[config.mk]
export PLATFORM = sky130hd
export DESIGN_NAME = pplc_regs
export DESIGN_NICKNAME = d
export VERILOG_FILES = /design/src/design/pplc_pkg.sv /design/src/design/pplc_regs.sv
export VERILOG_INCLUDE_DIRS = /design/src /design/src/design
export SDC_FILE = /design/constraint.sdc
export NUM_CORES = 1
export LEC_CHECK = 0
export BUFFER_PORTS_ARGS = -buffer_cell sky130_fd_sc_hd__buf_2
export CAP_MARGIN = 5
export CORE_ASPECT_RATIO = 1.2
export CORE_MARGIN = 2
export CORE_UTILIZATION = 53
export DETAILED_ROUTE_END_ITERATION = 8
export PLACE_DENSITY = 0.84
export SETUP_SLACK_MARGIN = 0.5
export SLEW_MARGIN = 15
export SYNTH_ARGS = -nofsm -noshare
export SYNTH_HDL_FRONTEND = slang
export SYNTH_SLANG_ARGS = --single-unit
[constraint.sdc]
create_clock -name clk -period 3.69 [get_ports clk]
set_input_delay 0.369 -clock clk [delete_from_list [all_inputs] [get_ports clk]]
set_output_delay 0.369 -clock clk [all_outputs]
set_load 0.03 [all_outputs]
[src/design/pplc_map.svh]
// Address indices, field positions and reset values of the PHY port
// control registers. Assumes it is included by bare name, once per unit.
`ifndef PPLC_MAP_SVH
`define PPLC_MAP_SVH

// ----------------------------------------------------------------------
// Register indices (byte address is four times the index)
// ----------------------------------------------------------------------
`define PPLC_IDX_P1_CTL_A   8'h1C
`define PPLC_IDX_P1_CTL_B   8'h1D
`define PPLC_IDX_P2_CTL_A   8'h2C
`define PPLC_IDX_P2_CTL_B   8'h2D
`define PPLC_IDX_P3_CTL_A   8'h3C
`define PPLC_IDX_P3_CTL_B   8'h3D

// ----------------------------------------------------------------------
// Control A field positions
// ----------------------------------------------------------------------
`define PPLC_A_AN_EN        7
`define PPLC_A_SPEED        6
`define PPLC_A_DUPLEX       5
`define PPLC_A_PAUSE        4
`define PPLC_A_ADV_HI       3

// ----------------------------------------------------------------------
// Control B field positions
// ----------------------------------------------------------------------
`define PPLC_B_LED_OFF      7
`define PPLC_B_TX_OFF       6
`define PPLC_B_RESTART      5
`define PPLC_B_NO_FEF       4
`define PPLC_B_PWR_DOWN     3
`define PPLC_B_NO_AMDIX     2
`define PPLC_B_FORCE_MDI    1
`define PPLC_B_LOOPBACK     0

// ----------------------------------------------------------------------
// Reset values and bus constants
// ----------------------------------------------------------------------
`define PPLC_RST_CTL_A      8'hFF
`define PPLC_RST_CTL_B      8'h00
`define PPLC_RST_ON         2'h3
`define PPLC_ADV_ALL        4'hF
`define PPLC_WORD_ALIGN     2'h0
`define PPLC_RDATA_PAD      24'h000000

`endif

[src/design/pplc_pkg.sv]
// Types shared by the PHY port control register bank.
// Assumes nothing of its surroundings; holds types only.
package pplc_pkg;

    // Kind of register an address selects
    typedef enum logic [1:0] {
        PPLC_KIND_NONE = 2'h0,
        PPLC_KIND_A    = 2'h1,
        PPLC_KIND_B    = 2'h3,
        PPLC_KIND_RSVD = 2'h2
    } pplc_kind_t;

    // Result of an address decode
    typedef struct packed {
        pplc_kind_t kind;   // Register kind
        logic       port;   // 0 = first PHY port, 1 = second
    } pplc_dec_t;

    // All state of the bank
    typedef struct packed {
        logic [1:0][7:0] ctl_a;      // Link control A per port
        logic [1:0][7:0] ctl_b;      // Link control B per port
        logic            strap_done; // Duplex straps already taken
        logic            pready;     // Bus answer
        logic            pslverr;    // Bus error answer
        logic [31:0]     prdata;     // Read data
        logic [1:0]      an_en;      // Negotiation enable out
        logic [1:0]      full_dup;   // Working duplex out
        logic [1:0]      spd100;     // Working speed out
        logic [1:0]      adv_pause;  // Pause advertisement out
        logic [1:0][3:0] adv;        // Ability advertisement out
        logic [1:0]      led1;       // LED one pin out
        logic [1:0]      led0;       // LED zero pin out
        logic [1:0]      tx_en;      // Transmitter enable out
        logic [1:0]      restart;    // Negotiation restart pulse out
        logic [1:0]      fef_en;     // Far-end fault enable out
        logic [1:0]      amdix_en;   // Auto crossover enable out
        logic [1:0]      mdi;        // 1 = MDI, 0 = MDI-X out
        logic [1:0]      pwr_down;   // Power down out
        logic [1:0]      loop;       // Loopback out
    } pplc_state_t;

endpackage

[src/design/pplc_regs.sv]
// Per-port link control registers for the two copper PHY ports,
// reached over APB, steering the PHY link logic of each port.
// Assumes APB signals and PHY side inputs synchronous to clk.
//
// How it works
// - Forced duplex bit applies when negotiation off/failed
// - Duplex bit reset value taken from strap
// - Bit 4 advertises pause, reset one
// - Bits 3..0 advertise four abilities, reset ones
// - LED off bit drives both LEDs high
// - Transmitter-off bit disables port transmitter
// - Writing one restarts auto-negotiation
// - Bit 4 disables far-end fault detect/send
// - Bit 2 disables automatic crossover
// - Forced crossover: bit 1 selects MDI
// - Negotiation enable bit; forced bits otherwise
`include "pplc_map.svh"

module pplc_regs (
    // Clock and reset
    input  wire logic        clk,
    input  wire logic        resetn,
    // APB slave
    input  wire logic        psel,
    input  wire logic        penable,
    input  wire logic        pwrite,
    input  wire logic [9:0]  paddr,
    input  wire logic [31:0] pwdata,
    output logic             pready,
    output logic [31:0]      prdata,
    output logic             pslverr,
    // Straps, sampled once after reset
    input  wire logic        duplex_strap_port1,
    input  wire logic        duplex_strap_port2,
    // PHY side status, index 0 = port 1
    input  wire logic [1:0]  autoneg_done,
    input  wire logic [1:0]  autoneg_failed,
    input  wire logic [1:0]  partner_full_duplex,
    input  wire logic [1:0]  partner_speed_100,
    input  wire logic [1:0]  auto_mdi_detect,
    input  wire logic [1:0]  led_one_raw,
    input  wire logic [1:0]  led_zero_raw,
    // PHY side controls
    output logic [1:0]       autoneg_enable,
    output logic [1:0]       full_duplex,
    output logic [1:0]       speed_100,
    output logic [1:0]       advert_pause,
    output logic [7:0]       advert_ability,
    output logic [1:0]       port_led_one,
    output logic [1:0]       port_led_zero,
    output logic [1:0]       tx_enable,
    output logic [1:0]       autoneg_restart,
    output logic [1:0]       far_end_fault_enable,
    output logic [1:0]       auto_mdix_enable,
    output logic [1:0]       mdi_mode,
    output logic [1:0]       power_down,
    output logic [1:0]       loopback
);

    // ------------------------------------------------------------------
    // Reset synchroniser
    // ------------------------------------------------------------------
    logic rst_meta;   // First stage, read only by the second
    logic rst_n;      // Released copy used everywhere

    // Assert at once, release two edges later
    always_ff @(posedge clk or negedge resetn) begin
        if (!resetn) begin
            rst_meta <= 1'b0;
            rst_n    <= 1'b0;
        end else begin
            rst_meta <= 1'b1;
            rst_n    <= rst_meta;
        end
    end

    // ------------------------------------------------------------------
    // Address decode
    // ------------------------------------------------------------------
    // Used for both read and write paths
    function automatic pplc_pkg::pplc_dec_t decode(input logic [9:0] a);
        pplc_pkg::pplc_dec_t d;
        d.kind = pplc_pkg::PPLC_KIND_NONE;
        d.port = 1'b0;
        if (a[1:0] == `PPLC_WORD_ALIGN) begin
            unique case (a[9:2])
                `PPLC_IDX_P1_CTL_A: d.kind = pplc_pkg::PPLC_KIND_A;
                `PPLC_IDX_P1_CTL_B: d.kind = pplc_pkg::PPLC_KIND_B;
                `PPLC_IDX_P2_CTL_A: begin
                    d.kind = pplc_pkg::PPLC_KIND_A;
                    d.port = 1'b1;
                end
                `PPLC_IDX_P2_CTL_B: begin
                    d.kind = pplc_pkg::PPLC_KIND_B;
                    d.port = 1'b1;
                end
                `PPLC_IDX_P3_CTL_A,
                `PPLC_IDX_P3_CTL_B: d.kind = pplc_pkg::PPLC_KIND_RSVD;
                default:            d.kind = pplc_pkg::PPLC_KIND_NONE;
            endcase
        end
        return d;
    endfunction

    // ------------------------------------------------------------------
    // State
    // ------------------------------------------------------------------
    pplc_pkg::pplc_state_t st;       // Registered state
    pplc_pkg::pplc_state_t next_st;  // Next state
    pplc_pkg::pplc_dec_t   dec;      // Current address decode
    logic                  wr_take;  // Write commits this edge
    logic [1:0]            straps;   // Straps by port index

    // Outputs enable the PHY at reset; LEDs start dark
    localparam pplc_pkg::pplc_state_t RST_STATE = '{
        ctl_a:     {2{`PPLC_RST_CTL_A}},
        ctl_b:     {2{`PPLC_RST_CTL_B}},
        an_en:     `PPLC_RST_ON,
        full_dup:  `PPLC_RST_ON,
        spd100:    `PPLC_RST_ON,
        adv_pause: `PPLC_RST_ON,
        adv:       {2{`PPLC_ADV_ALL}},
        led1:      `PPLC_RST_ON,
        led0:      `PPLC_RST_ON,
        tx_en:     `PPLC_RST_ON,
        fef_en:    `PPLC_RST_ON,
        amdix_en:  `PPLC_RST_ON,
        default:   '0
    };

    assign dec     = decode(paddr);
    assign straps  = {duplex_strap_port2, duplex_strap_port1};
    // Master samples pready at this edge, so the write lands now
    assign wr_take = psel && penable && pready && pwrite;

    // ------------------------------------------------------------------
    // Next-state logic
    // ------------------------------------------------------------------
    always_comb begin
        next_st = st;
        // Restart is a one-cycle pulse
        next_st.restart = 2'h0;

        // Straps land on the first edge after release
        if (!st.strap_done) begin
            next_st.strap_done = 1'b1;
            for (int p = 0; p < 2; p++) begin
                next_st.ctl_a[p][`PPLC_A_DUPLEX] = straps[p];
            end
        end

        // Bus answer: one wait state, then pready for one cycle
        next_st.pready  = 1'b0;
        next_st.pslverr = 1'b0;
        if (psel && penable && !st.pready) begin
            next_st.pready = 1'b1;
            next_st.prdata = {`PPLC_RDATA_PAD, 8'h00};
            unique case (dec.kind)
                pplc_pkg::PPLC_KIND_A:
                    next_st.prdata = {`PPLC_RDATA_PAD, st.ctl_a[dec.port]};
                pplc_pkg::PPLC_KIND_B:
                    next_st.prdata = {`PPLC_RDATA_PAD, st.ctl_b[dec.port]};
                // Third port reads zero, no error
                pplc_pkg::PPLC_KIND_RSVD: next_st.prdata = {`PPLC_RDATA_PAD, 8'h00};
                // Unmapped address answers with an error
                pplc_pkg::PPLC_KIND_NONE: next_st.pslverr = 1'b1;
            endcase
        end

        // Register writes; reserved and unmapped do nothing
        if (wr_take) begin
            if (dec.kind == pplc_pkg::PPLC_KIND_A) begin
                next_st.ctl_a[dec.port] = pwdata[7:0];
            end else if (dec.kind == pplc_pkg::PPLC_KIND_B) begin
                next_st.ctl_b[dec.port] = pwdata[7:0];
                // Each write of one restarts negotiation
                next_st.restart[dec.port] = pwdata[`PPLC_B_RESTART];
            end
        end

        // Per-port controls, each port from its own copy
        for (int p = 0; p < 2; p++) begin
            // Negotiation enable
            next_st.an_en[p] = st.ctl_a[p][`PPLC_A_AN_EN];
            // Negotiated result only when on and not failed
            if (st.ctl_a[p][`PPLC_A_AN_EN] && !autoneg_failed[p] && autoneg_done[p]) begin
                next_st.full_dup[p] = partner_full_duplex[p];
                next_st.spd100[p]   = partner_speed_100[p];
            end else if (!st.ctl_a[p][`PPLC_A_AN_EN] || autoneg_failed[p]) begin
                // Forced bits; a stale strap misreports here
                next_st.full_dup[p] = st.ctl_a[p][`PPLC_A_DUPLEX];
                next_st.spd100[p]   = st.ctl_a[p][`PPLC_A_SPEED];
            end
            // Advertisement
            next_st.adv_pause[p] = st.ctl_a[p][`PPLC_A_PAUSE];
            next_st.adv[p]       = st.ctl_a[p][`PPLC_A_ADV_HI:0];
            // LEDs driven high when blanked
            next_st.led1[p] = st.ctl_b[p][`PPLC_B_LED_OFF] | led_one_raw[p];
            next_st.led0[p] = st.ctl_b[p][`PPLC_B_LED_OFF] | led_zero_raw[p];
            // Transmitter
            next_st.tx_en[p] = !st.ctl_b[p][`PPLC_B_TX_OFF];
            // Far-end fault detect and send together
            next_st.fef_en[p] = !st.ctl_b[p][`PPLC_B_NO_FEF];
            // Crossover selection
            next_st.amdix_en[p] = !st.ctl_b[p][`PPLC_B_NO_AMDIX];
            next_st.mdi[p] = st.ctl_b[p][`PPLC_B_NO_AMDIX] ?
                             st.ctl_b[p][`PPLC_B_FORCE_MDI] : auto_mdi_detect[p];
            // Held only for the PHY that acts on them
            next_st.pwr_down[p] = st.ctl_b[p][`PPLC_B_PWR_DOWN];
            next_st.loop[p]     = st.ctl_b[p][`PPLC_B_LOOPBACK];
        end
    end

    // ------------------------------------------------------------------
    // State register
    // ------------------------------------------------------------------
    always_ff @(posedge clk or negedge rst_n) begin
        if (!rst_n) begin
            st <= RST_STATE;
        end else begin
            st <= next_st;
        end
    end

    // ------------------------------------------------------------------
    // Outputs, all straight from the state register
    // ------------------------------------------------------------------
    assign pready               = st.pready;
    assign prdata               = st.prdata;
    assign pslverr              = st.pslverr;
    assign autoneg_enable       = st.an_en;
    assign full_duplex          = st.full_dup;
    assign speed_100            = st.spd100;
    assign advert_pause         = st.adv_pause;
    assign advert_ability       = st.adv;
    assign port_led_one         = st.led1;
    assign port_led_zero        = st.led0;
    assign tx_enable            = st.tx_en;
    assign autoneg_restart      = st.restart;
    assign far_end_fault_enable = st.fef_en;
    assign auto_mdix_enable     = st.amdix_en;
    assign mdi_mode             = st.mdi;
    assign power_down           = st.pwr_down;
    assign loopback             = st.loop;

    for (genvar p = 0; p < 2; p++) begin : g_chk

    end
endmodule

==> qor.yml <==
status: "finished clean"
worst-endpoint-required_ns: 3.94
p_sw_frac: 0.233
drc: 0
critPathCapture: "prdata[6]"
synth-edff-count: 0
period_share: 0.617
path_cells: "nand3b_1 > nor4_2 > a22oi_1 > o21ai_0"
dp.final_hpwl_mm: 4.51
numCtsBuffers: 9
cp_slowest_stage_delay_ns: 0.99
cp_max_fo: 12
holdCritStartpoint: "led_one_raw[1]"
yosys_most_used_dff: "dfstp_2"
start_util: 0.547
clock_path_buffers: 2
die_h_um: 93.3
seq_power_share: 0.539
io_pins: 131
cts_tree: "built"
grt_pass1_vias: 2119
drt_first_pass_iters: 4
ys_async_sr_fraction: 1.00
r2r_slack_ns: 1.41
synth_area_um2: 3530
area_growth_pct: 8.66
fp-row-count: 32
core-area_um2: 6450
ctsResizeCount: 0
finalNonFillerCells: 405
yosysUniqueCellTypes: 31
finalNetCount: 380
critPathTopFamily: "simple AND/OR/NAND/NOR gates"
wl_mm: 6.55
synth.avg_cell_area_um2: 13.1
wl_per_cell_um: 16.2
reg2reg_from: "pready"
clock_power_share: 0.395
powerDensity_nw_per_um2: 438
synth_seq_area_share: 0.576
p_leak_uw: 0.00185
cts_hold_buffers: 1
synth_cells: 270
synth_commonest_cells: "buf_4, dfstp_2, dfrtp_1"
fin_tns_setup_ns: 0
hold_viol: 0
routabilityCongestion: 0.742
drive_gt1_frac: 0.566
yosysMostFrequentCell: "buf_4"
post-route-min-period_ns: 2.28
yosysTopAreaCellShare: 0.313
tightestPinTransition_ns: 1.00
die_area_um2: 7320
endpoint_kind: "flip-flop"
clk_pin_slew_ns: 0.07
cts_num_sinks: 79
irDropWorstVdd_v: 0.000234
min_path_type: "input pin to flip-flop"
grt_max_degree: 78
holdWs_ns: 0.218
placedCellCount: 390
final_core_util: 0.594
antenna_found_initial: 0
r2r_end: "prdata[6]"
cp.depth: 4
cts_post_setup_buffers_inserted: 0
power_switching_uw: 391
maxCapViolations: 0
synth-seq-cells: 79
critPathLaunch: "pready"
pwr-share-comb: 0.066
clockRootBuffer: "clkbuf_8"
critPathLaunchType: "flip-flop"
finalPower_uw: 1680
track_usage: 0.193
drt_iter0_drc: 105
yosys-top-cells-area: "dfstp_2, dfrtp_1, buf_4, mux2_2, a22oi_1"
arrival_ns: 2.53
max_freq_mhz: 439
critPathBufInv: 0
io_buffer_count: 82
finClkSkew_ns: 0.00765
h-tree-depth: 3
yosys_warnings: 0
n_antenna_cell: 0
clk-insertion-delay-late_ns: 0.34
postRouteAntennaNets: 0
worstSetupPathType: "flip-flop to flip-flop"
crit_slowest_cell: "nor4_2"
yosysTopAreaCell: "dfstp_2"
vias: 2030
die_x_um: 78.5
p_int_uw: 1290
finalMaxSlewViolations: 0
setup_viol: 0
slew_headroom: 0.327
r2r_cells: 4
vias_per_cell: 5.01
rsz0062_at_grt: "no"
grt_pass1_wl_mm: 10.4
grt_remaining_overflow: 0
area by class of cell:
type,count,area (um^2)
fillers,528,2620
flip-flops and latches,79,2030
multi-input cells,137,1040
repair buffers,83,420
clock buffers,10,128
well taps,85,106
clock inverters,4,72.6
inverters,7,26.3
per-layer routing:
metal  GRT usage  up-vias  part of all wire
met5           0        -                 0
met4      0.0965        0             0.022
met3      0.0328       12             0.058
met2       0.341       82              0.54
met1       0.227      998              0.38
li1            -      938                 -
flip-flops by register name (all words and copies together) (netlist names), 2 cells and up:
register              cells
auto_mdix_enable          2
mdi_mode                  2
full_duplex               2
port_led_one              2
advert_pause              2
loopback                  2
tx_enable                 2
prdata                    8
st                       17
autoneg_enable            2
far_end_fault_enable      2
autoneg_restart           2
advert_ability            8
port_led_zero             2
speed_100                 2
power_down                2
next_st                  16
worst register-to-register path: cells and delay by family (launching register included):
kind / cells / cell delay (ns)
compound gates: 2 / 0.27
flops: 1 / 0.39
simple gates: 2 / 1.53
worst min-delay path by stage:
stage	end	cells past startpoint	slack [ns]
6_report	port_led_one[1]	2	0.22
4_1_cts	port_led_one[0]	2	0.21
2_1_floorplan	rst_meta	0	0.07
5_1_grt	port_led_one[0]	2	0.21
3_5_place_dp	rst_meta	1	0.16
3_3_place_gp	rst_meta	1	0.16
kinds of logic (layout without fill, tap and decap cells):
logic type	count (synthesis)	after routing	share of synthesized area
AOI/OAI and AO/OA	40	40	0.0774
buffers and inverters	78	104	0.154
DFF	79	79	0.576
muxes	38	38	0.119
other	2	26	0.00213
and+or+nand+nor	33	33	0.0720
metrics by stage:
| step | area, um^2 | setup slack (ns) |
|---|---|---|
| 3_3_place_gp | 3620 | 1.17 |
| 6_report | 3830 | 1.41 |
| 5_1_grt | 3830 | 1.29 |
| 3_5_place_dp | 3620 | 1.15 |
| 2_1_floorplan | 3620 | 1.40 |
| 4_1_cts | 3830 | 1.41 |
power by group through the flow:
stage | Clock [uW] | Sequential, uW | Combinational [uW]
floorplan | 0 | 917 | 96.7
global placement | 0 | 919 | 106
detailed placement | 0 | 921 | 110
CTS | 672 | 906 | 111
global route | 718 | 909 | 119
finish | 663 | 904 | 111
layout by cell type, fill, tap and decap left out, types with 4 or more instances in the layout:
master / netlist / layout
a22o_1: 8 / 8
a22oi_1: 16 / 16
buf_2: 1 / 82
clkbuf_8: 0 / 9
conb_1: 2 / 26
dfrtp_1: 37 / 36
dfstp_2: 42 / 42
inv_1: 7 / 7
mux2_2: 32 / 32
mux2i_1: 6 / 6
nand2_1: 6 / 6
nand2b_1: 4 / 4
o21ai_0: 14 / 14
or2_2: 5 / 5
Note: power is estimated with default switching activity, not from simulation.
